[config.mk]
export PLATFORM = sky130hd
export DESIGN_NAME = lpmcs_top
export DESIGN_NICKNAME = d
export VERILOG_FILES = /design/src/pkg/lpmcs_pkg.sv /design/src/logic/lpmcs_top.sv
export SDC_FILE = /design/constraint.sdc
export NUM_CORES = 1
export LEC_CHECK = 0
export ABC_AREA = 1
export BUFFER_PORTS_ARGS = -buffer_cell sky130_fd_sc_hd__buf_2
export CAP_MARGIN = 20
export CORE_MARGIN = 3
export CORE_UTILIZATION = 45
export DETAILED_ROUTE_END_ITERATION = 12
export PLACE_DENSITY = 0.68
export SETUP_SLACK_MARGIN = 0.2
export SYNTH_ARGS = -nofsm -noshare
export SYNTH_HDL_FRONTEND = slang
export SYNTH_SLANG_ARGS = --single-unit
[constraint.sdc]
create_clock -name i_clk -period 2.9 [get_ports i_clk]
set_input_delay 0 -clock i_clk [delete_from_list [all_inputs] [get_ports i_clk]]
set_output_delay 0 -clock i_clk [all_outputs]
set_load 0.02 [all_outputs]
[src/pkg/lpmcs_pkg.sv]
// Constants, field layout and carrier types for the low-power and clock switch block.
// Assumes a 25 MHz system clock and an AXI4-Lite master with 8-bit byte addresses.
package lpmcs_pkg;
	// ==========================================================
	// Register map (byte addresses) and field positions
	localparam logic [7:0] ADDR_SC2   = 8'h00;
	localparam logic [7:0] ADDR_TBCTL = 8'h04;
	localparam logic [7:0] ADDR_IRQ   = 8'h08;
	localparam logic [7:0] ADDR_WUCTL = 8'h0c;
	localparam logic [7:0] ADDR_WUCMP = 8'h10;
	localparam logic [7:0] ADDR_STAT  = 8'h14;
	localparam int SC2_HALT   = 2;
	localparam int SC2_SYSCLK = 4;
	localparam int SC2_LOWEN  = 5;
	localparam int SC2_HIGHEN = 6;
	localparam logic [7:0] SC2_MASK = 8'h74;
	localparam int TB_SRC     = 0;
	localparam int TB_EN      = 3;
	localparam int IRQ_IME    = 0;
	localparam int IRQ_TBIE   = 1;
	localparam int WU_SRC     = 0;
	localparam int WU_DIV     = 1;
	localparam int ST_TBI     = 0;
	localparam int ST_WUI     = 1;
	localparam int ST_SLOW    = 2;
	localparam int ST_HALT    = 3;
	localparam int ST_SCRST   = 4;
	// ==========================================================
	// Reset values
	localparam logic [7:0] RST_SC2   = 8'h40;
	localparam logic [7:0] RST_WUCMP = 8'hff;
	localparam logic [1:0] RESP_OKAY   = 2'h0;
	localparam logic [1:0] RESP_SLVERR = 2'h2;
	// ==========================================================
	// Timing
	localparam longint CLK_HZ = 25000000;
	localparam longint LOW_HZ = 32768;
	localparam longint SW_STOP_MAX_LOWPER = 10;
	localparam int SW_STOP_MAX_CYC = int'((SW_STOP_MAX_LOWPER * CLK_HZ) / LOW_HZ);
	localparam int MC_CLKS   = 4;
	localparam int GUARD_MC  = 2;
	localparam logic [3:0] GUARD_CYC = 4'(MC_CLKS * GUARD_MC);
	localparam logic [7:0] RST_WARM_CYC = 8'h40;
	// ==========================================================
	// Types
	typedef enum logic [1:0] {PWR_WARM, PWR_RUN, PWR_HALT} lpmcs_pwr_type;
	typedef enum logic [1:0] {CLK_FAST, CLK_SYNC, CLK_SLOW} lpmcs_clk_type;
	typedef struct packed {
		logic        awvalid;
		logic [7:0]  awaddr;
		logic        wvalid;
		logic [31:0] wdata;
		logic [3:0]  wstrb;
		logic        bready;
		logic        arvalid;
		logic [7:0]  araddr;
		logic        rready;
	} lpmcs_axi_req_type;
	typedef struct packed {
		logic        awready;
		logic        wready;
		logic        bvalid;
		logic [1:0]  bresp;
		logic        arready;
		logic        rvalid;
		logic [31:0] rdata;
		logic [1:0]  rresp;
	} lpmcs_axi_rsp_type;
endpackage

[src/logic/lpmcs_top.sv]
// Standby sequencer, main clock switch and warm-up counter with an AXI4-Lite register port.
// Assumes oscillator and time base clocks arrive as asynchronous pins sampled here.
//
// Decided for this implementation: the AXI4-Lite interface to the registers and the register addresses.
`timescale 1ns/100ps
`default_nettype none
module lpmcs_top #(
	parameter int P_SW_STOP_MAX = lpmcs_pkg::SW_STOP_MAX_CYC
) (
	input  wire logic                     i_clk,
	input  wire logic                     i_rst_b,
	input  wire lpmcs_pkg::lpmcs_axi_req_type i_axi,
	output var  lpmcs_pkg::lpmcs_axi_rsp_type o_axi,
	input  wire logic                     i_high_clk,
	input  wire logic                     i_low_clk,
	input  wire logic [1:0]               i_tb_src,
	input  wire logic                     i_wdt_irq,
	output logic                          o_cpu_run,
	output logic                          o_main_clk_low,
	output logic                          o_main_clk_stop,
	output logic                          o_high_osc_en,
	output logic                          o_low_osc_en,
	output logic                          o_sysclk_reset,
	output logic                          o_tb_irq,
	output logic                          o_tb_service,
	output logic                          o_wuc_irq
);
	import lpmcs_pkg::*;

	function automatic logic mapped(input logic [7:0] a);
		return a inside {ADDR_SC2, ADDR_TBCTL, ADDR_IRQ, ADDR_WUCTL, ADDR_WUCMP, ADDR_STAT};
	endfunction

	// ==========================================================
	// Pin synchronisers
	// Bits: 0 high clock, 1 low clock, 3:2 time base sources.
	logic [3:0] s1_q, s2_q, s3_q, filt_q, filt_d, rise, fall;
	always_comb begin
		filt_d = (s2_q & s3_q) | (filt_q & ~(s2_q ^ s3_q));
		rise   = filt_d & ~filt_q;
		fall   = filt_q & ~filt_d;
	end
	// A high level counts only once the second and third stages agree, filtering high glitches; a low level counts as soon as they differ.
	always_ff @(posedge i_clk or negedge i_rst_b) begin
		if (!i_rst_b) begin
			s1_q   <= 4'h0;
			s2_q   <= 4'h0;
			s3_q   <= 4'h0;
			filt_q <= 4'h0;
		end else begin
			s1_q   <= {i_tb_src, i_low_clk, i_high_clk};
			s2_q   <= s1_q;
			s3_q   <= s2_q;
			filt_q <= filt_d;
		end
	end

	// ==========================================================
	// AXI4-Lite slave
	logic        awr_q, wr_q, bv_q, arr_q, rv_q, aw_have_q, w_have_q;
	logic [7:0]  aw_addr_q;
	logic [7:0]  wd_q;
	logic        ws0_q;
	logic [1:0]  bresp_q;
	logic [31:0] rdata_q;
	logic [1:0]  rresp_q;
	logic        wr_fire;
	logic [7:0]  sc2_q, tb_q, irq_q, wu_q, cmp_q, stat;
	assign wr_fire = aw_have_q & w_have_q & ~bv_q;
	assign o_axi   = '{awready: awr_q, wready: wr_q, bvalid: bv_q, bresp: bresp_q,
		arready: arr_q, rvalid: rv_q, rdata: rdata_q, rresp: rresp_q};
	function automatic logic wr_hit(input logic [7:0] off);
		return wr_fire && ws0_q && aw_addr_q == off;
	endfunction
	// Address and data are taken in either order; the answer follows both.
	always_ff @(posedge i_clk or negedge i_rst_b) begin
		if (!i_rst_b) begin
			awr_q <= 1'b1;
			wr_q <= 1'b1;
			aw_have_q <= 1'b0;
			w_have_q <= 1'b0;
			aw_addr_q <= 8'h00;
			wd_q <= 8'h00;
			ws0_q <= 1'b0;
			bv_q <= 1'b0;
			bresp_q <= RESP_OKAY;
		end else begin
			if (i_axi.awvalid && awr_q) begin
				awr_q <= 1'b0;
				aw_have_q <= 1'b1;
				aw_addr_q <= i_axi.awaddr;
			end
			if (i_axi.wvalid && wr_q) begin
				wr_q <= 1'b0;
				w_have_q <= 1'b1;
				wd_q <= i_axi.wdata[7:0];
				ws0_q <= i_axi.wstrb[0];
			end
			if (wr_fire) begin
				bv_q <= 1'b1;
				bresp_q <= mapped(aw_addr_q) ? RESP_OKAY : RESP_SLVERR;
				aw_have_q <= 1'b0;
				w_have_q <= 1'b0;
			end
			if (bv_q && i_axi.bready) begin
				bv_q <= 1'b0;
				awr_q <= 1'b1;
				wr_q <= 1'b1;
			end
		end
	end

	// Reads answer one cycle after the address is taken; unmapped reads give zero and an error.
	always_ff @(posedge i_clk or negedge i_rst_b) begin
		if (!i_rst_b) begin
			arr_q <= 1'b1;
			rv_q <= 1'b0;
			rdata_q <= 32'h0;
			rresp_q <= RESP_OKAY;
		end else if (i_axi.arvalid && arr_q) begin
			arr_q <= 1'b0;
			rv_q <= 1'b1;
			rresp_q <= mapped(i_axi.araddr) ? RESP_OKAY : RESP_SLVERR;
			unique case (i_axi.araddr)
				ADDR_SC2:   rdata_q <= {24'h0, sc2_q};
				ADDR_TBCTL: rdata_q <= {24'h0, tb_q};
				ADDR_IRQ:   rdata_q <= {24'h0, irq_q};
				ADDR_WUCTL: rdata_q <= {24'h0, wu_q};
				ADDR_WUCMP: rdata_q <= {24'h0, cmp_q};
				ADDR_STAT:  rdata_q <= {24'h0, stat};
				default:    rdata_q <= 32'h0;
			endcase
		end else if (rv_q && i_axi.rready) begin
			rv_q <= 1'b0;
			arr_q <= 1'b1;
		end
	end

	// ==========================================================
	// Standby sequencer
	lpmcs_pwr_type pwr_q;
	lpmcs_clk_type clk_q;
	logic [7:0] warm_q;
	logic tb_edge, wake, halt_req, all_en;
	logic scrst_q;
	assign tb_edge  = fall[2 + int'(tb_q[TB_SRC])];
	assign wake     = pwr_q == PWR_HALT && tb_edge;
	assign halt_req = wr_hit(ADDR_SC2) && wd_q[SC2_HALT] && pwr_q == PWR_RUN;
	assign all_en   = irq_q[IRQ_IME] & irq_q[IRQ_TBIE] & tb_q[TB_EN];
	assign stat = {3'h0, scrst_q, pwr_q == PWR_HALT, clk_q == CLK_SLOW, o_wuc_irq, o_tb_irq};

	// Reset lands in a warm-up before the CPU runs again, whatever mode was active.
	always_ff @(posedge i_clk or negedge i_rst_b) begin
		if (!i_rst_b) begin
			pwr_q <= PWR_WARM;
			warm_q <= 8'h00;
			o_cpu_run <= 1'b0;
		end else begin
			unique case (pwr_q)
				PWR_WARM: begin
					warm_q <= warm_q + 8'h01;
					if (warm_q == RST_WARM_CYC - 8'h01) begin
						pwr_q <= PWR_RUN;
						o_cpu_run <= 1'b1;
					end
				end
				PWR_RUN: if (halt_req && !i_wdt_irq) begin
					pwr_q <= PWR_HALT;
					o_cpu_run <= 1'b0;
				end
				PWR_HALT: if (wake) begin
					pwr_q <= PWR_RUN;
					o_cpu_run <= 1'b1;
				end
			endcase
		end
	end

	// Service is requested only when all three enables agree; otherwise the CPU simply resumes.
	always_ff @(posedge i_clk or negedge i_rst_b) begin
		if (!i_rst_b) begin
			o_tb_service <= 1'b0;
			o_tb_irq <= 1'b0;
		end else begin
			o_tb_service <= wake && all_en;
			if (wake && tb_q[TB_EN])
				o_tb_irq <= 1'b1;
			else if (wr_hit(ADDR_STAT) && wd_q[ST_TBI])
				o_tb_irq <= 1'b0;
		end
	end

	// Control registers; the halt bit is refused when a watchdog interrupt is pending.
	always_ff @(posedge i_clk or negedge i_rst_b) begin
		if (!i_rst_b) begin
			sc2_q <= RST_SC2;
			tb_q <= 8'h00;
			irq_q <= 8'h00;
			wu_q <= 8'h00;
			cmp_q <= RST_WUCMP;
		end else begin
			if (wr_hit(ADDR_SC2)) begin
				sc2_q <= wd_q & SC2_MASK & ~8'(1 << SC2_HALT);
				sc2_q[SC2_HALT] <= halt_req && !i_wdt_irq;
			end else if (wake)
				sc2_q[SC2_HALT] <= 1'b0;
			if (wr_hit(ADDR_TBCTL))
				tb_q <= wd_q & 8'h09;
			if (wr_hit(ADDR_IRQ))
				irq_q <= wd_q & 8'h03;
			if (wr_hit(ADDR_WUCTL))
				wu_q <= wd_q & 8'h07;
			if (wr_hit(ADDR_WUCMP))
				cmp_q <= wd_q;
		end
	end
	assign o_high_osc_en = sc2_q[SC2_HIGHEN];
	assign o_low_osc_en  = sc2_q[SC2_LOWEN];

	// ==========================================================
	// Main clock switch
	logic [1:0]  qdiv_q;
	logic [3:0]  guard_q;
	logic [15:0] stop_cnt_q;
	logic        quarter;
	assign quarter = rise[1] && qdiv_q == 2'h3;
	// The gear clock is gated while waiting for a low/4 boundary, so no runt pulse escapes.
	always_ff @(posedge i_clk or negedge i_rst_b) begin
		if (!i_rst_b) begin
			clk_q <= CLK_FAST;
			qdiv_q <= 2'h0;
			o_main_clk_low <= 1'b0;
			o_main_clk_stop <= 1'b0;
		end else begin
			if (rise[1])
				qdiv_q <= qdiv_q + 2'h1;
			unique case (clk_q)
				CLK_FAST: if (sc2_q[SC2_SYSCLK] && sc2_q[SC2_LOWEN] && sc2_q[SC2_HIGHEN]) begin
					clk_q <= CLK_SYNC;
					o_main_clk_stop <= 1'b1;
				end
				CLK_SYNC: if (quarter) begin
					clk_q <= CLK_SLOW;
					o_main_clk_low <= 1'b1;
					o_main_clk_stop <= 1'b0;
				end
				CLK_SLOW: if (!sc2_q[SC2_SYSCLK]) begin
					clk_q <= CLK_FAST;
					o_main_clk_low <= 1'b0;
				end
			endcase
		end
	end

	// Stopping the high oscillator too soon after a select change corrupts the clock tree.
	always_ff @(posedge i_clk or negedge i_rst_b) begin
		if (!i_rst_b) begin
			guard_q <= 4'h0;
			o_sysclk_reset <= 1'b0;
			scrst_q <= 1'b0;
		end else begin
			o_sysclk_reset <= 1'b0;
			if (wr_hit(ADDR_SC2) && wd_q[SC2_SYSCLK] != sc2_q[SC2_SYSCLK])
				guard_q <= GUARD_CYC;
			else if (guard_q != 4'h0)
				guard_q <= guard_q - 4'h1;
			if (wr_hit(ADDR_SC2) && guard_q != 4'h0 && sc2_q[SC2_HIGHEN] && !wd_q[SC2_HIGHEN]) begin
				o_sysclk_reset <= 1'b1;
				scrst_q <= 1'b1;
			end else if (wr_hit(ADDR_STAT) && wd_q[ST_SCRST])
				scrst_q <= 1'b0;
		end
	end

	// Helper count of gated cycles, read only by the bound check below.
	always_ff @(posedge i_clk or negedge i_rst_b) begin
		if (!i_rst_b)
			stop_cnt_q <= 16'h0;
		else
			stop_cnt_q <= o_main_clk_stop ? stop_cnt_q + 16'h1 : 16'h0;
	end

	// ==========================================================
	// Warm-up counter
	logic       wu_run_q;
	logic [7:0] wu_cnt_q;
	logic [2:0] pre_q;
	logic       src_edge, wu_start;
	assign src_edge = wu_q[WU_SRC] ? rise[1] : rise[0];
	assign wu_start = wr_hit(ADDR_SC2) && ((wd_q[SC2_LOWEN] && !sc2_q[SC2_LOWEN]) ||
		(wd_q[SC2_HIGHEN] && !sc2_q[SC2_HIGHEN]));
	// Divide by 2^n on the prescaler; a divider field of 00 passes every edge.
	always_ff @(posedge i_clk or negedge i_rst_b) begin
		if (!i_rst_b) begin
			wu_run_q <= 1'b0;
			wu_cnt_q <= 8'h00;
			pre_q <= 3'h0;
			o_wuc_irq <= 1'b0;
		end else begin
			if (wu_start) begin
				wu_run_q <= 1'b1;
				wu_cnt_q <= 8'h00;
				pre_q <= 3'h0;
			end else if (wu_run_q && wu_cnt_q == cmp_q) begin
				wu_run_q <= 1'b0;
			end else if (wu_run_q && src_edge) begin
				pre_q <= pre_q + 3'h1;
				if ((pre_q & 3'((1 << wu_q[WU_DIV +: 2]) - 1)) == 3'((1 << wu_q[WU_DIV +: 2]) - 1))
					wu_cnt_q <= wu_cnt_q + 8'h01;
			end
			if (wu_run_q && !wu_start && wu_cnt_q == cmp_q)
				o_wuc_irq <= 1'b1;
			else if (wr_hit(ADDR_STAT) && wd_q[ST_WUI])
				o_wuc_irq <= 1'b0;
		end
	end
endmodule // lpmcs_top
`default_nettype wire

* After elaboration in Yosys (flattened, before gate mapping)
Index checks and enable logic that the tools add are counted.
** Cells by class
- $add $sub $neg :: 7
- Order comparisons :: 1
- Equal/unequal tests :: 26
- Shift operators :: 1
- Muxes and demuxes :: 59
- Bitwise logic cells :: 15
- Reduce and logical (&&, ||, !) cells :: 70
** Operators with widths (number)
- 8-bit case mux with 6 select lines :: 1
- 1-bit logical AND :: 35
- 1-bit 2-to-1 mux :: 35
- 8-bit by 4-bit equality test with 1-bit output (second input constant) :: 4
- 8-bit by 5-bit equality test with 1-bit output (second input constant) :: 4
- 8-bit 2-to-1 mux :: 4
- 2-bit nonzero test :: 16
- 8-bit by 1-bit adder with 8-bit output (second input constant) :: 2
- 8-bit by 3-bit equality test with 1-bit output (second input constant) :: 2
- 8-bit logical NOT :: 2
- 2-bit 2-to-1 mux :: 8
- 3-bit AND reduction :: 5
- 4-bit bitwise AND :: 3
- 2-bit case mux with 3 select lines :: 2
- 6-bit nonzero test :: 2
- 2-bit != test (second input constant) :: 5
- 3-bit 2-to-1 mux :: 3
- 8-bit by 6-bit equality test with 1-bit output (second input constant) :: 1
- 8-bit equality test :: 1
- 4-bit 2-to-1 mux :: 2
- 4-bit NOT :: 2
- 2-bit equality test (second input constant) :: 3
- 1-bit logical NOT :: 5
- 1-bit bitwise AND :: 4
- 24 further kinds :: 28
** Word-level totals
- Bits in registers :: 133
- Bits of input ports :: 64
- Output and inout bits :: 50

* Logic depth before layout (Yosys ltp)
- Depth after elaboration :: 12
- Depth in mapped cells :: 11
- Depth with buffers taken out :: 10

* Worst setup path before layout
OpenSTA, ideal clock, no wires.
- Path type :: register -> register
- From :: reg pwr_q[0]
- To :: reg warm_q[7]
- Library setup time :: 0.123 ns
- Arrival time :: 1.296 ns
- Required time :: 2.777 ns
- Slack :: 1.481 ns
- Stages on the path, launching flop included :: 8
- Buffers on the path :: 0
- Period minus slack after synthesis :: 1.419 ns
- Cells stage by stage :: dfrtp_1 -> inv_1 -> nand2_1 -> nor3_1 -> nand2_1 -> nor2_1 -> nand2_1 -> xnor2_1
** On the way
- Word-level cells in the longest chain between the ends :: 1
** Ends and longest elaborated chain
- start: declaration :: line lpmcs_top.sv:141 : lpmcs_pwr_type pwr_q;
- start signal: assignment :: line lpmcs_top.sv:155 : pwr_q <= PWR_WARM;
- start signal: assignment :: line lpmcs_top.sv:163 : pwr_q <= PWR_RUN;
- start signal: assignment :: line lpmcs_top.sv:168 : pwr_q <= PWR_HALT;
- 2-bit logical NOT :: line lpmcs_top.sv:159 : unique case (pwr_q)
- end signal: assignment :: line lpmcs_top.sv:161 : warm_q <= warm_q + 8'h01;
- end: declaration :: line lpmcs_top.sv:143 : logic [7:0] warm_q;
No other way between the ends.
A chain may end at the register's enable or synchronous reset.

* Final worst setup path
- From :: reg bv_q
- To :: reg wu_cnt_q[3]
** On the way
- Word-level cells in the longest chain between the ends :: 7
** Ends and longest elaborated chain
- start: declaration :: line lpmcs_top.sv:60 : logic awr_q, wr_q, bv_q, arr_q, rv_q, aw_have_q, w_have_q;
- start signal: assignment :: line lpmcs_top.sv:85 : bv_q <= 1'b0;
- start signal: assignment :: line lpmcs_top.sv:100 : bv_q <= 1'b1;
- start signal: assignment :: line lpmcs_top.sv:106 : bv_q <= 1'b0;
- 1-bit NOT (*) :: line lpmcs_top.sv:69 : assign wr_fire = aw_have_q & w_have_q & ~bv_q;
- 1-bit bitwise AND (*) :: line lpmcs_top.sv:69
- 1-bit logical AND (*) (2 in series) :: line lpmcs_top.sv:73 : return wr_fire && ws0_q && aw_addr_q == off;
- 1-bit logical AND (*) :: line lpmcs_top.sv:290 : assign wu_start = wr_hit(ADDR_SC2) && ((wd_q[SC2_LOWEN] && !sc2_q[SC2_LOWEN]) ||
- 2-bit != test (no line) or 2-bit nonzero test (tied branches)
- 3-bit AND reduction (no line)
- end signal: assignment :: line lpmcs_top.sv:309 : wu_cnt_q <= wu_cnt_q + 8'h01;
- end: declaration :: line lpmcs_top.sv:286 : logic [7:0] wu_cnt_q;
Every way passes the cells marked *; elsewhere a longest branch is shown, timed or not.

==> out/metrics.csv <==
metric,value,unit
crit path DAT,2020,ps
DRC violations left,0,
final core utilization,0.5520,
maxcap violations,0,
Die Width,113.4,µm
yosys warns,0,
share of the yosys chip area belonging to registers,0.5140,
Fin Setup TNS,0,ps
Final GP Congestion,0.8624,
H-tree depth,3,
fillers,980,
Post-Syn Instances,618,
final net count,785,
Clock Pin Slew Worst Setup and Hold Paths,70,ps
final setup fails,0,
skew final,8.649,ps
Sw Ratio,0.3522,
"Async S/R FF share, synth",1.000,
final hold slack,129.0,ps
Final ANT Viol Nets,0,
crit path time final,1786,ps
Congestion Overflow GR,0,
antenna violations before repair,0,
Antenna diodes,0,
Final Max Tran Viols,0,
RR Endpoint,wu_cnt_q[3],
Post-DP HPWL,7.832,mm
post-synthesis area per instance,8.398,µm²
area delta synth->final,17.31,%
Reg2Reg Launch Point,bv_q,
Clk pwr share,0.255,
Post-synth EDFFs,0,
Initial Util,0.4705,
CTS tree,built,
Die Ht,113.4,µm
most frequent cells in the layout,"189 x nand2_1, 94 x dfrtp_1, 85 x inv_1",
PortBufs,60,
GRT Total Usage,0.1768,
"commonest non-fill, non-tap cell in the layout",nand2_1,
Seq pwr share,0.457,
vias in the first global route,3964,
Setup CP Type,reg2reg,
I/O Pins,114,
register-to-register setup slack,1110,ps
"Top FF cell, synth",dfrtp_1,
WL final,10.69,mm
synthesized flop and latch total,106,
fmax,559.8,MHz
"Req. time, crit path",3130,ps
global-route wire length before repair,18.28,mm
detailed-route via count,4070,
Gate power share,0.288,
Hold Crit Class,in2reg,
DRT Pass-1 Iters,4,
clock sink count,106,
Critical Path End,wu_cnt_q[3],
Max Buffers Root-to-Sink,2,
die area,12860,µm²
CTS buffer count,9,
RSZ-0062 raised after global routing,no,
outcome,"finished, final reports clean",
drt wl/cell,12.53,µm
PnR Total Power,0.004686,W
largest net degree at the start of global routing,68,
setup ws final,1114,ps
post-cts resize count,0,
pre-CTS setup slack,1158,ps
Iteration-0 DRC Markers,167,
worst vdd ir,0.0004385,V
CP Launch Point,bv_q,
worst slew pin tran,839.7,ps
clock root buffer,clkbuf_16,
crit path launch type,flip-flop,
Syn Std Cell Area,5190,µm²
Static Leak,3.213,nW
"Distinct cells, synth",37,
final worst path period share,0.6159,
Internal Pwr Total,0.003035,W
total net switching power,0.001650,W
row count,38,
ratio of cells with drive above 1 in the final layout,0.1459,
Worst Path Max Fanout,15,
PwrDens,769.6,nW/µm²
Slew headroom,0.4402,
crit end category,flip-flop,
Final Hold Vio Count,0,
Worst Reg-to-Reg Cells,8,
core area,11030,µm²
clk_lat worst skew,340,ps
DR vias/cell,4.771,
==> Yosys cell counts, types with 4 or more instances <==
master	instances	area [µm²]
buf_4	31	232.7
dfrtp_1	94	2352
dfstp_2	12	315.3
ha_1	13	162.7
inv_1	85	319.1
nand2_1	189	709.4
nand3_1	39	195.2
nand4_1	5	31.28
nor2_1	27	101.4
nor3_1	8	40.04
o21ai_0	57	285.3
o22ai_1	4	25.02
xor2_1	13	113.9
==> flip-flops by register name, summed over array words and instances, names as in the netlist, 8 cells and up <==
name       count
wd_q           8
wu_cnt_q       8
warm_q         8
aw_addr_q      8
rdata_q        8
cmp_q          8
==> cell type report <==
cell class / count / area [µm²] / share of cell area
clock buffers: 10 / 229.0 / 0.03761
clock inverters: 6 / 57.56 / 0.009453
inverters: 89 / 334.1 / 0.05487
multi-input cells: 411 / 2017 / 0.3313
flip-flops and latches: 106 / 2668 / 0.4381
well taps: 140 / 175.2 / 0.02877
repair buffers: 91 / 608.1 / 0.09988
==> power groups by stage <==
stage	logic, W	registers, W	clock network [W]
6_report	0.00135	0.00214	0.00120
5_1_grt	0.00155	0.00219	0.00127
4_1_cts	0.00137	0.00214	0.00121
3_5_place_dp	0.00132	0.00216	0
3_3_place_gp	0.00125	0.00214	0
2_1_floorplan	0.000971	0.00216	0
==> worst max-delay path, stage by stage (launching register included) <==
cell	delay, ps
dfrtp_1	390
inv_1	90
nand3_2	160
nor2_4	260
nand3_4	220
nand3_2	290
nand2_4	120
nand2_1	90
nand2_1	50
==> routing by layer <==
layer / GRT usage / vias to the layer above / share of wire
li1: - / 2068 / -
met3: 0.02653 / 10 / 0.037
met1: 0.2360 / 1903 / 0.46
met2: 0.2950 / 89 / 0.49
met4: 0.06330 / 0 / 0.012
met5: 0 / - / 0
==> cells by family after synthesis <==
logic type / Yosys count / synth area share
AOI/OAI and AO/OA: 75 / 0.07883
xor gates and xnor gates: 15 / 0.02531
adders and majority gates: 13 / 0.03134
buffers and inverters: 126 / 0.1155
DFF: 106 / 0.5140
muxes: 2 / 0.004098
other: 1 / 0.0007225
and+or+nand+nor: 280 / 0.2302
==> repair_timing <==
| item | 4_1_cts | 5_1_grt |
|---|---|---|
| hold buffers | 29 | 0 |
| setup buffers | 0 | 0 |
| endpoints found under the hold margin | 86 | 0 |
==> stage by stage <==
step | cell area, µm² | std cells
after global routing | 6088 | 853
final | 6088 | 853
after floorplan | 5284 | 643
after CTS | 6088 | 853
after global placement | 5512 | 808
after detailed placement | 5512 | 808
==> worst min-delay path by stage <==
| stage | startpoint | endpoint | slack, ps | cells past startpoint |
|---|---|---|---|---|
| 5_1_grt | i_axi[7] | rresp_q[1] | 160 | 5 |
| 3_5_place_dp | i_tb_src[0] | s1_q[2] | 110 | 1 |
| 3_3_place_gp | i_tb_src[0] | s1_q[2] | 110 | 1 |
| 2_1_floorplan | i_rst_b | aw_addr_q[0] | -300 | 0 |
| 6_report | i_axi[1] | rresp_q[1] | 130 | 5 |
| 4_1_cts | i_axi[7] | rresp_q[1] | 130 | 5 |
(Power assumes the default switching activity.)
